<file path="config.mk">
export PLATFORM = sky130hd
export DESIGN_NAME = spc_ref_cmp_flat
export DESIGN_NICKNAME = d
export VERILOG_FILES = /design/src/spc_pkg.sv /design/src/spc_cmp_if.sv /design/src/spc_ref_cmp.sv /design/src/flat_wrapper.sv
export VERILOG_INCLUDE_DIRS = /design/src
export SDC_FILE = /design/constraint.sdc
export NUM_CORES = 1
export LEC_CHECK = 0
export BUFFER_PORTS_ARGS = -buffer_cell sky130_fd_sc_hd__buf_4
export CAP_MARGIN = 20
export CORE_ASPECT_RATIO = 0.8
export CORE_MARGIN = 2
export CORE_UTILIZATION = 50
export DETAILED_ROUTE_END_ITERATION = 8
export PLACE_DENSITY_LB_ADDON = 0.15
export SLEW_MARGIN = 25
export SYNTH_ARGS = -nofsm -noshare
export SYNTH_HDL_FRONTEND = slang
export SYNTH_SLANG_ARGS = --single-unit
</file>
<file path="constraint.sdc">
create_clock -name vclk -period 7
set_input_delay 0.35 -clock vclk [all_inputs]
set_output_delay 0.35 -clock vclk [all_outputs]
set_load 0.02 [all_outputs]
</file>
<file path="src/spc_map.svh">
// Register map, field positions, reset values and counts of the checker
// Contract
// - Pattern comparison happens only while the check-enable bit is one.
// - Status bit 1 shows lock; writes to it do nothing.
// - While enabled only check-enable and counter control accept writes.
// - Select bit 0 compares against seven-stage sequence, taps 7 and 6.
// - Select bit 1 compares against fifteen-stage sequence, taps 15, 14.
// - Select bit 2 compares against 23-stage sequence, taps 23 and 18.
// - Select bit 3 compares against 31-stage sequence, taps 31 and 28.
// - Select bit 4 compares against alternating ones and zeros.
// - Select bit 5 compares against block word: half ones, half zeros.
// - Snapshot write copies both internal counters in that same cycle.
// - Snapshot still captures correct counts after checking is disabled.
// - Clear bit resets counters and statistics and self-clears afterwards.
// - Toggling enable keeps counts; only clear or reset zeroes them.
// - Bit count snapshot is 64 bits over two read-only words.
// - Error count snapshot is 64 bits over two read-only words.
// - All snapshot words clear on reset or on counter clear.
// - Stream word width is a build parameter, 32 or 40 only.
`ifndef SPC_MAP_SVH
`define SPC_MAP_SVH

// Register indices; byte address is four times the index
`define SPC_IDX_STATUS 3'h0
`define SPC_IDX_SELECT 3'h1
`define SPC_IDX_CTRL 3'h2
`define SPC_IDX_BITS_LO 3'h3
`define SPC_IDX_BITS_HI 3'h4
`define SPC_IDX_ERR_LO 3'h5
`define SPC_IDX_ERR_HI 3'h6

`define SPC_STATUS_EN_BIT 0
`define SPC_STATUS_LOCK_BIT 1
`define SPC_CTRL_SNAP_BIT 0
`define SPC_CTRL_CLR_BIT 17
`define SPC_SEL_W 6
`define SPC_SEL_RESET 6'h01

// Sequence taps
`define SPC_P7_A 7
`define SPC_P7_B 6
`define SPC_P15_A 15
`define SPC_P15_B 14
`define SPC_P23_A 23
`define SPC_P23_B 18
`define SPC_P31_A 31
`define SPC_P31_B 28
`define SPC_HIST_W 31

// Lock statistics, counted in accepted words
`define SPC_LOCK_RUN 8
`define SPC_UNLOCK_RUN 4

`endif

</file>
<file path="src/spc_pkg.sv">
// Types shared by the stream pattern checker
package spc_pkg;
  typedef logic [5:0] spc_sel_type;
  typedef logic [5:0] spc_errs_type;
  // Gray codes along hunt -> locked -> slipping
  typedef enum logic [1:0] {
    spc_hunt = 2'b00,
    spc_locked = 2'b01,
    spc_slip = 2'b11
  } spc_lock_type;
endpackage

</file>
<file path="src/spc_cmp_if.sv">
// Link between checker control and its reference comparator
interface spc_cmp_if #(parameter int W = 40);
  logic [W-1:0] data;
  logic [30:0] hist;
  spc_pkg::spc_sel_type sel;
  spc_pkg::spc_errs_type err_bits;
  logic [30:0] hist_next;
  modport ctrl (output data, hist, sel, input err_bits, hist_next);
  modport cmp (input data, hist, sel, output err_bits, hist_next);
endinterface

</file>
<file path="src/spc_ref_cmp.sv">
// Reference pattern builder and mismatch counter for one stream word
`include "spc_map.svh"
module spc_ref_cmp #(
  parameter int W = 40
) (
  spc_cmp_if.cmp cif
);
  localparam int HW = `SPC_HIST_W;
  localparam int GRP = (W == 40) ? 10 : 8;
  logic [W+HW-1:0] chain;
  logic [W-1:0] ref_word;
  logic [W-1:0] miss;

  // Bit 0 is oldest; history bit 30 is the newest bit already seen
  assign chain = {cif.data, cif.hist};
  assign cif.hist_next = chain[W+HW-1:W];

  // ==========================================================
  // Expected bit per position
  // Sequences predict each bit from the received bits before it, so the
  // check synchronises by itself and needs no seed.
  for (genvar i = 0; i < W; i++) begin : g_bit
    localparam int P = HW + i;
    localparam logic ALT = (i % 2 == 0) ? 1'b1 : 1'b0;
    localparam logic BLK = ((i % GRP) >= GRP / 2) ? 1'b1 : 1'b0;
    always_comb begin
      if (cif.sel[0]) begin
        ref_word[i] = chain[P-`SPC_P7_A] ^ chain[P-`SPC_P7_B];
      end else if (cif.sel[1]) begin
        ref_word[i] = chain[P-`SPC_P15_A] ^ chain[P-`SPC_P15_B];
      end else if (cif.sel[2]) begin
        ref_word[i] = chain[P-`SPC_P23_A] ^ chain[P-`SPC_P23_B];
      end else if (cif.sel[3]) begin
        ref_word[i] = chain[P-`SPC_P31_A] ^ chain[P-`SPC_P31_B];
      end else if (cif.sel[4]) begin
        ref_word[i] = ALT;
      end else begin
        ref_word[i] = BLK;
      end
    end
  end

  assign miss = cif.data ^ ref_word;

  // ==========================================================
  // Mismatch count
  always_comb begin
    cif.err_bits = '0;
    for (int k = 0; k < W; k++) begin
      cif.err_bits = cif.err_bits + {5'h00, miss[k]};
    end
  end
endmodule

</file>
<file path="src/flat_wrapper.sv">
// flat-port wrapper written by rule: the top's interface ports become plain ports
module spc_ref_cmp_flat 
#(
  parameter int W = 40
)
  (cif_data, cif_hist, cif_sel, cif_err_bits, cif_hist_next);
  spc_cmp_if #(.W(W)) cif_i ();
  input wire logic [$bits(cif_i.data)-1:0] cif_data;
  input wire logic [$bits(cif_i.hist)-1:0] cif_hist;
  input wire logic [$bits(cif_i.sel)-1:0] cif_sel;
  output wire logic [$bits(cif_i.err_bits)-1:0] cif_err_bits;
  output wire logic [$bits(cif_i.hist_next)-1:0] cif_hist_next;
  assign cif_i.data = cif_data;
  assign cif_i.hist = cif_hist;
  assign cif_i.sel = cif_sel;
  assign cif_err_bits = cif_i.err_bits;
  assign cif_hist_next = cif_i.hist_next;
  spc_ref_cmp #(.W(W)) u_core (.cif(cif_i));
endmodule
</file>
**After elaboration in Yosys (flattened, before gate mapping)**

Cells that the tools add are included.

- Flip-flop bits (word level): 0
- Input bits: 77

- Add/sub/neg operators: 39
- Multiplexer cells: 162
- Bitwise gates (word level): 129

Operators by type and width:

| cell | number |
|---|---|
| 6-bit by 1-bit adder with 6-bit output | 38 |
| 1-bit 2-to-1 mux | 162 |
| 1-bit bitwise XOR | 128 |
| 40-bit bitwise XOR | 1 |
| 1-bit by 1-bit adder with 2-bit output | 1 |

**Logic depth before layout (Yosys ltp)**

Gate-level depths: netlist (run 1).

- Word-level depth: 45
- Depth in mapped cells: 24

**Least setup slack after synthesis (run 1)**

OpenSTA, ideal clock, no wires.

- Kind: input-to-output
- Start: input port cif_sel[1]
- End: output port cif_err_bits[4]
- Data arrival time: 6824 ps
- Required time: 6650 ps
- Path slack: -174 ps
- Stages on the path: 21
- Buffers on the path: 2
- Cells stage by stage: buf_4 > or2_2 > buf_2 > nor2_2 > a222oi_1 > xnor2_1 > ha_1 > fa_1 > fa_1 > fa_1 > fa_1 > fa_1 > inv_1 > fa_1 > fa_1 > fa_1 > fa_1 > inv_1 > a21o_1 > a21oi_1 > xnor2_1

- Longest elaborated chain between the ends: 42
- Elaborated cells between the ends (all ways): 120
- Those cells by class: add/sub: 39; mux: 80; bitwise: 1

Ends and longest elaborated chain:

| element | RTL line | RTL |
|---|---|---|
| from (decl) | flat_wrapper.sv:10 | `input wire logic [$bits(cif_i.sel)-1:0] cif_sel;` |
| 1-bit 2-to-1 mux | spc_ref_cmp.sv:29 | `end else if (cif.sel[1]) begin` |
| 1-bit 2-to-1 mux | spc_ref_cmp.sv:27 | `if (cif.sel[0]) begin` |
| 40-bit bitwise XOR (*) | spc_ref_cmp.sv:43 | `assign miss = cif.data ^ ref_word;` |
| 1-bit by 1-bit adder with 2-bit output | spc_ref_cmp.sv:50 | `cif.err_bits = cif.err_bits + {5'h00, miss[k]};` |
| 6-bit by 1-bit adder with 6-bit output (37 in series) | spc_ref_cmp.sv:50 |  |
| 6-bit by 1-bit adder with 6-bit output (*) | spc_ref_cmp.sv:50 |  |
| to (decl) | flat_wrapper.sv:11 | `output wire logic [$bits(cif_i.err_bits)-1:0] cif_err_bits;` |

Every way passes the cells marked *; elsewhere a longest branch is shown, timed or not.

**Worst setup path after layout (run 1)**

- Start: input port cif_sel[3]
- End: output port cif_err_bits[4]

- Longest elaborated chain between the ends: 44
- Elaborated cells between the ends (all ways): 200
- Those cells by class: add/sub: 39; mux: 160; bitwise: 1

Ends and longest elaborated chain:

| element | RTL line | RTL |
|---|---|---|
| 1-bit 2-to-1 mux | spc_ref_cmp.sv:33 | `end else if (cif.sel[3]) begin` |
| 1-bit 2-to-1 mux | spc_ref_cmp.sv:31 | `end else if (cif.sel[2]) begin` |
| 1-bit 2-to-1 mux | spc_ref_cmp.sv:29 |  |
| 1-bit 2-to-1 mux | spc_ref_cmp.sv:27 |  |
| 40-bit bitwise XOR (*) | spc_ref_cmp.sv:43 |  |
| 1-bit by 1-bit adder with 2-bit output | spc_ref_cmp.sv:50 |  |
| 6-bit by 1-bit adder with 6-bit output (37 in series) | spc_ref_cmp.sv:50 |  |
| 6-bit by 1-bit adder with 6-bit output (*) | spc_ref_cmp.sv:50 |  |

Marks and branches as above.

==> results of run 1 <==
## kinds of logic (layout without fill, tap and decap cells)
family | count (synthesis) | after routing | synth area share [%]
xor gates and xnor gates | 178 | 178 | 40.7
buffers and inverters | 117 | 190 | 16.2
AOI/OAI and AO/OA | 94 | 94 | 19.3
adders and majority gates | 43 | 43 | 20.1
and+or+nand+nor | 18 | 18 | 2.22
muxes | 6 | 6 | 1.57
## stage by stage
step	instance area, um2	std cells
floorplan	3850	456
global placement	4670	631
detailed placement	4670	631
CTS	4740	634
global route	4740	634
finish	4740	634
## worst paths after layout
kind | start | to | slack (ns) | cells after the start
max | cif_sel[3] | cif_err_bits[4] | 0.09 | 22
min | cif_data[34] | cif_hist_next[25] | 0.92 | 2
## placed cells by master (no fill, tap or decap), drive strengths merged
cell type | synthesis | final
inv | 32 | 32
nor3 | 1 | 1
xor2 | 82 | 82
a21oi | 16 | 16
o22ai | 3 | 3
a22oi | 21 | 21
ha | 12 | 12
a21o | 3 | 3
buf | 56 | 158
nor2b | 2 | 2
fa | 31 | 31
o21ai | 1 | 1
a211oi | 7 | 7
o21bai | 2 | 2
and2b | 1 | 1
nor2 | 11 | 11
mux2i | 6 | 6
xnor2 | 96 | 96
a222oi | 19 | 19
or2 | 1 | 1
a221oi | 21 | 21
a211o | 1 | 1
nand2 | 2 | 2
## layer usage
layer	part of all wire, %	routed length [um]
met5	0	0
met4	1.3	156
met2	42	5140
met3	13	1630
met1	43	5180
## repair_timing
action,4_1_cts,5_1_grt
pin swaps,18,4
gates resized for setup,12,0
buffers inserted,3,0
setup endpoints to repair,2,3
## area by class of cell
class,instances,area [um2]
timing repair buffer,158,1220
inverter,32,120
fill,691,2690
tap,105,131
multi-input combinational,339,3270
==> results.md, run 1 <==
- Status: complete, no violations
- Post-synth top cells: xnor2_1 (96), xor2_1 (82), buf_4 (32), inv_1 (32), fa_1 (31)
- Residual DRC: 0
- Initial antenna violation count: 0
- Most frequent cell after synthesis: xnor2_1
- Slowest cell on crit path: fa_1
- Relative slew slack: 68.5%
- RSZ-0062 raised after global routing: true
- Met3 Track Usage GR: 5.56%
- Setup ws final: 0.0856 ns
- Setup_tns: 0 ns
- Largest net degree at the start of global routing: 18
- Sequential-to-total area share from yosys stat: 0%
- CP cell instances: buf_4, nor2b_4, buf_12, a22oi_1, a222oi_1, xor2_1, fa_1, fa_1, fa_1, inv_1, fa_1, fa_1, inv_1, fa_1, fa_1, fa_2, fa_2, inv_1, a21o_1, a21oi_1, xnor2_2, buf_4
- Final Wtd Congestion: 0.947
- Yosys top cell by area: xnor2_1
- Area Growth Syn to Fin: 23.6%
- Core area: 0.00743 mm2
- Met2 usage in global routing: ~46%
- Final #Nets: 651
- Mapped Nets: 576
- Die Span Y: 82.3 um
- Row cnt: 28
- Layout cells sized above 1: 32.5%
- CP required: 6.65 ns
- Die width: 102 um
- MaxCap Viol Count: 0
- Largest delay share family, worst path: adder cells
- Critical Path End Type: output pin
- Fmax: about 140 MHz
- Crit path launch type: input port
- Vias: 3655
- Reg area: 0 um2
- Die footprint: 0.00839 mm2
- Kind of critical path: input port to output pin
- Hold Crit Class: input port to output pin
- Mean Syn Cell Area: 8.41 um2
- Crit-path max FO: 16
- Dpl ws: -0.229 ns
- Sequential cells: 0
- First-pass GRT wire length: 19300 um
- Antenna cells: 0
- Routed len/inst: 19.1 um
- Hold_ws: 0.917 ns
- Port buffer count: 113
- Initial DRC count: 435
- Max stage delay on crit path: 0.56 ns
- Worst-Margin Slew: 0.473 ns
- Antenna viol nets, final: 0
- Vias in the first global route: 3619
- Tmin final: between 6 and 7 ns
- Routed Wire Length: 12100 um
- Post-DP HPWL: 10200 um
- Post-layout util: 63.8%
- Drt pass-1 iters: 8
- Post-CTS Hold Buffers: 0
- Final setup fails: 0
- Yosys top cell area share: a little over a fifth
- M1 GR Usage: around 44%
- Synth top area cells: xnor2_1 (22%), xor2_1 (19%), fa_1 (16%)
- Crit path buf inv count: 6
- Layout clock buffers: 0
- Final Hold Viols: 0
- Mapped Area: roughly 0.0038 mm2
- CP dominant cell by count: fa_1
- Fin crit share: 98.8%
- Grt peak-use layer: met2
- Gr usage total: 29.8%
- Synth Warn #: 0
- IO Pins: 114
- Fin. max-slew vios: 0
- Global route total overflow: 0
- Critical path data arrival time: 6.56 ns
- Cell count after synthesis: 456
- Post-DR vias/cell: approximately 5.8
- Starting Density: between 50% and 60%
- Cell variety after synth: 32
Power of run 1 is left out: the tool's default activity adds up to more than one toggle a clock period on the data nets, which glitch-free logic cannot reach.
==> inputs of run 2 (changes only) <==
--- a/config.mk
+++ b/config.mk
@@ -13,6 +13,7 @@
 export CORE_UTILIZATION = 50
 export DETAILED_ROUTE_END_ITERATION = 8
 export PLACE_DENSITY_LB_ADDON = 0.15
+export RECOVER_POWER = 50
 export SLEW_MARGIN = 25
 export SYNTH_ARGS = -nofsm -noshare
 export SYNTH_HDL_FRONTEND = slang
==> results.md, run 2 (synthesis results as in run 1) <==
- Dpl ws: -0.229 ns (unchanged)
- MaxCap Viol Count: 0 (unchanged)
- Port buffer count: 113 (unchanged)
- Setup ws final: 0.0704 ns (-0.0152 ns)
- Global route total overflow: 0 (unchanged)
- Initial DRC count: 439 (+0.92%)
- Post-Place Cells: 631 (unchanged)
- Routed Wire Length: 12100 um (+0.22%)
- Antenna cells: 0 (unchanged)
- Reg area: 0 um2 (unchanged)
- Non-Filler Instances: 634 (unchanged)
- CP dominant cell by count: fa_1
- Kind of critical path: input port to output pin
- Drt pass-1 iters: 5 (-3)
- Critical Path End Type: output pin
- Final Wtd Congestion: 0.947 (unchanged)
- Layout clock buffers: 0 (unchanged)
- Slowest cell on crit path: fa_1
- Critical path data arrival time: 6.58 ns (+0.02 ns)
- CP required: 6.65 ns (about the same)
- First-pass GRT wire length: 19300 um (unchanged)
- Residual DRC: 0 (unchanged)
- Tmin final: 6.93 ns (+0.0152 ns)
- Vias in the first global route: 3619 (unchanged)
- Max stage delay on crit path: 0.56 ns (about the same)
- Status: complete, no violations
- Most frequent cells in the layout: buf_4 (136), xnor2_1 (95), xor2_1 (82), inv_1 (32), fa_1 (29)
- Post-DR vias/cell: 5.76 (-0.16%)
- Post-DP HPWL: 10200 um (unchanged)
- Antenna viol nets, final: 0 (unchanged)
- Final setup fails: 0 (unchanged)
- Relative slew slack: 68.0% (-0.45 points)
- WHS Path Cells: 2 (unchanged)
- CP cell instances: buf_4, nor3_1, buf_4, nor2_4, buf_4, a222oi_1, xor2_1, fa_1, fa_1, fa_1, inv_1, fa_1, fa_1, inv_1, fa_1, fa_1, fa_2, fa_2, inv_1, a21o_1, a21oi_1, xnor2_2, buf_4
- Hold_ws: 0.974 ns (+0.0576 ns)
- Setup_tns: 0 ns (unchanged)
- Most common cell after layout, fill and taps aside: buf_4
- Largest net degree at the start of global routing: 18 (unchanged)
- Die width: 102 um (unchanged)
- Final Hold Viols: 0 (unchanged)
- Starting Density: 51.6% (unchanged)
- Crit path launch type: input port
- Gr usage total: 29.8% (unchanged)
- Final #Nets: 651 (unchanged)
- Fin. max-slew vios: 0 (unchanged)
- Worst-Margin Slew: 0.480 ns (+0.00676 ns)
- Fmax: 144 MHz (-0.22%)
- IO Pins: 114 (unchanged)
- Layout cells sized above 1: 29.3% (-3.2 points)
- Hold endpoint: cif_hist_next[19]
- Routed len/inst: 19.1 um (+0.22%)
- Row cnt: 28 (unchanged)
- Hold wc startpoint: cif_data[28]
- Area Growth Syn to Fin: 22.0%
- Sequential cells: 0 (unchanged)
- RSZ-0062 raised after global routing: true
- Vias: 3649 (-0.16%)
- Fin crit share: 99.0% (+0.22 points)
- Initial antenna violation count: 0 (unchanged)
- Die Span Y: 82.3 um (unchanged)
- Hold Crit Class: input port to output pin
- Die footprint: 0.00839 mm2 (unchanged)
- Core area: 0.00743 mm2 (unchanged)
- Crit-path max FO: 7 (-9)
[run 2: repair_timing]
item / 4_1_cts / 5_1_grt
setup buffers: 3 / 0
resized for setup: 12 / 0
hold buffers: 0 / 0
endpoints found under the setup margin: 2 / 3
pin swaps: 18 / 4
[run 2: cell type report]
class | count | area [um2]
Tap cell | 105 | 131
Timing Repair Buffer | 158 | 1160
Fill cell | 708 | 2750
Inverter | 32 | 120
Multi-Input combinational cell | 339 | 3270
[run 2: critical path, delay by kind of cell]
| family | cells | cell delay, ns |
|---|---|---|
| adder cells (fa/ha/maj) | 9 | 4.33 |
| buffers and inverters | 7 | 0.76 |
| AO/OA/AOI/OAI | 3 | 0.55 |
| XOR/XNOR | 2 | 0.36 |
| AND/OR/NAND/NOR | 2 | 0.22 |
[run 2: how the worst max path moves through the flow]
stage / endpoint / depth (start not counted) / from
global route: cif_err_bits[4] / 22 / cif_sel[3]
finish: cif_err_bits[4] / 23 / cif_sel[3]
global placement: cif_err_bits[4] / 21 / cif_sel[0]
CTS: cif_err_bits[4] / 23 / cif_sel[3]
detailed placement: cif_err_bits[4] / 22 / cif_sel[3]
floorplan: cif_err_bits[4] / 21 / cif_sel[1]
[run 2: metrics by stage]
stage	instance area [um2]	util [%]
global route	4680	63.0
finish	4680	63.0
CTS	4740	63.8
floorplan	3850	-
detailed placement	4670	62.9
global placement	4670	62.9
[run 2: routing by layer]
metal / track usage, % / part of all wire, %
met5: 0 / 0
met2: 46.3 / 42
met3: 5.56 / 14
met4: 3.87 / 1.2
met1: 44.3 / 43
Power of run 2 is left out for the same reason.
==> inputs of run 3 (changes only) <==
--- a/config.mk
+++ b/config.mk
@@ -6,11 +6,13 @@
 export SDC_FILE = /design/constraint.sdc
 export NUM_CORES = 1
 export LEC_CHECK = 0
+export ABC_AREA = 1
+export ABC_CLOCK_PERIOD_IN_PS = 7000
 export BUFFER_PORTS_ARGS = -buffer_cell sky130_fd_sc_hd__buf_4
 export CAP_MARGIN = 20
 export CORE_ASPECT_RATIO = 0.8
 export CORE_MARGIN = 2
-export CORE_UTILIZATION = 50
+export CORE_UTILIZATION = 52
 export DETAILED_ROUTE_END_ITERATION = 8
 export PLACE_DENSITY_LB_ADDON = 0.15
 export RECOVER_POWER = 50
==> results.md, run 3 <==
- Mapped Nets: 1001 (+74%)
- Hold_ws: 0.968 ns (-0.00587 ns)
- Yosys top cell by area: nand2_1
- Largest net degree at the start of global routing: 35 (+17)
- Fillers: 885 (+25%)
- Sequential cells: 0 (unchanged)
- Critical Path End Type: output pin
- Fin crit share: 96.9% (-2.1 points)
- MaxCap Viol Count: 0 (unchanged)
- Layout cells sized above 1: 16.3% (-13 points)
- Drt pass-1 iters: 6 (+1)
- Cell variety after synth: 23 (-28%)
- Row cnt: 30 (+7.1%)
- Fmax: 147 MHz (+2.1%)
- Most frequent cells in the layout: nand2_1 (333), buf_4 (131), inv_1 (126), nand3_1 (100), o21ai_0 (59)
- First-pass GRT wire length: 26700 um (+38%)
- CP required: 6.65 ns (about the same)
- IO Pins: 114 (unchanged)
- Die Span Y: 89.0 um (+8.1%)
- Post-DR vias/cell: 5.46 (-5.1%)
- Gr usage total: 35.4% (+5.5 points)
- Fin. max-slew vios: 0 (unchanged)
- Sequential-to-total area share from yosys stat: 0% (unchanged)
- Port buffer count: 113 (unchanged)
- Area Growth Syn to Fin: 17.2%
- Final setup fails: 0 (unchanged)
- Residual DRC: 0 (unchanged)
- Relative slew slack: 60.5% (-7.5 points)
- RSZ-0062 raised after global routing: false
- Routed Wire Length: 17100 um (+41%)
- Worst-Margin Slew: 0.586 ns (+0.106 ns)
- Post-CTS Hold Buffers: 0 (unchanged)
- Most common cell after layout, fill and taps aside: nand2_1
- Kind of critical path: input port to output pin
- Reg area: 0 um2 (unchanged)
- Layout clock buffers: 0 (unchanged)
- Initial antenna violation count: 0 (unchanged)
- Tmin final: 6.78 ns (-0.145 ns)
- Final #Nets: 1072 (+65%)
- Post-synth top cells: nand2_1 (334), inv_1 (127), nand3_1 (101)
- Yosys top cell area share: 26.7% (+4.8 points)
- Routed len/inst: 16.1 um (-16%)
- Initial DRC count: 721 (+64%)
- Hold Crit Class: input port to output pin
- Vias: 5802 (+59%)
- Synth top area cells: nand2_1 (27%), fa_1 (13%), nand3_1 (11%)
- Critical path data arrival time: 6.43 ns (-0.15 ns)
- Post-DP HPWL: 14200 um (+39%)
- Final Hold Viols: 0 (unchanged)
- Global route total overflow: 0 (unchanged)
- Core area: 0.00863 mm2 (+16%)
- Die width: 110 um (+8.2%)
- Mapped Area: 0.00470 mm2 (+22%)
- Final Wtd Congestion: 1.00 (+5.9%)
- Antenna cells: 0 (unchanged)
- Synth Warn #: 0 (unchanged)
- Crit-path max FO: 14 (+7)
- Die footprint: 0.00981 mm2 (+17%)
- Antenna viol nets, final: 0 (unchanged)
- Cell count after synthesis: 881 (+93%)
- Vias in the first global route: 5166 (+43%)
- Status: complete, no violations
- Most frequent cell after synthesis: nand2_1
- Starting Density: 54.4% (+2.8 points)
- Crit path launch type: input port
- Mean Syn Cell Area: 5.33 um2 (-37%)
[run 3: layer usage]
layer	vias up	global-route usage [%]	wire length (um)
li1	2796	-	-
met1	2635	55.8	7490
met2	359	50.6	6860
met3	12	7.73	2650
met4	0	2.84	93
met5	-	0	0
[run 3: logic make-up (layout without fill, tap and decap cells)]
logic type               after synthesis  count (layout)  synth area share [%]
AND/OR/NAND/NOR                      459             459                  40.1
buffers and inverters                215             284                  20.9
XOR/XNOR                              61              61                  11.4
adder cells (fa/ha/maj)               43              43                  16.4
AO/OA/AOI/OAI                        103             103                  11.2
[run 3: worst paths after layout]
path	start	endpoint	slack, ns	depth (start not counted)
max	cif_sel[2]	cif_err_bits[4]	0.22	23
min	cif_data[26]	cif_hist_next[17]	0.97	2
[run 3: area by class of cell]
cell class                 count  area (um2)  share of cell area (%)
inverter                     130         490                    8.91
multi-input combinational    666        3750                    68.1
tap                          112         140                    2.55
timing repair buffer         154        1120                    20.4
[run 3: worst max-delay path: stages]
cell,delay (ns)
buf_4,0.14
inv_2,0.07
buf_4,0.19
o21ai_0,0.29
nand2_1,0.10
nand2_1,0.11
nand2_1,0.06
nand2_1,0.05
nand2_1,0.08
fa_1,0.55
fa_1,0.47
fa_1,0.59
inv_2,0.05
fa_1,0.48
fa_1,0.49
inv_1,0.05
fa_1,0.56
fa_1,0.47
fa_2,0.40
fa_2,0.41
o21ai_2,0.13
xor2_1,0.15
buf_4,0.16
[run 3: what timing repair did]
| item | 4_1_cts | 5_1_grt |
|---|---|---|
| gates resized for setup | 3 | 17 |
| pin swaps | 2 | 15 |
| setup buffers | 2 | 3 |
| setup endpoints to repair | 1 | 5 |
| endpoints found under the hold margin | 0 | 0 |
[run 3: stage by stage]
| step | instance area, um2 | utilization (%) | TNS [ns] | setup WS (ns) | instances |
|---|---|---|---|---|---|
| after floorplan | 4700 | - | 0 | 0.126 | 881 |
| after global placement | 5490 | 63.6 | -0.0406 | -0.0406 | 1057 |
| after detailed placement | 5490 | 63.6 | -0.0771 | -0.0771 | 1057 |
| after CTS | 5510 | 63.8 | 0 | 0.00839 | 1059 |
| after global routing | 5500 | 63.8 | 0 | 0.0189 | 1062 |
| final | 5500 | 63.8 | 0 | 0.215 | 1062 |
Power of run 3 is left out for the same reason.
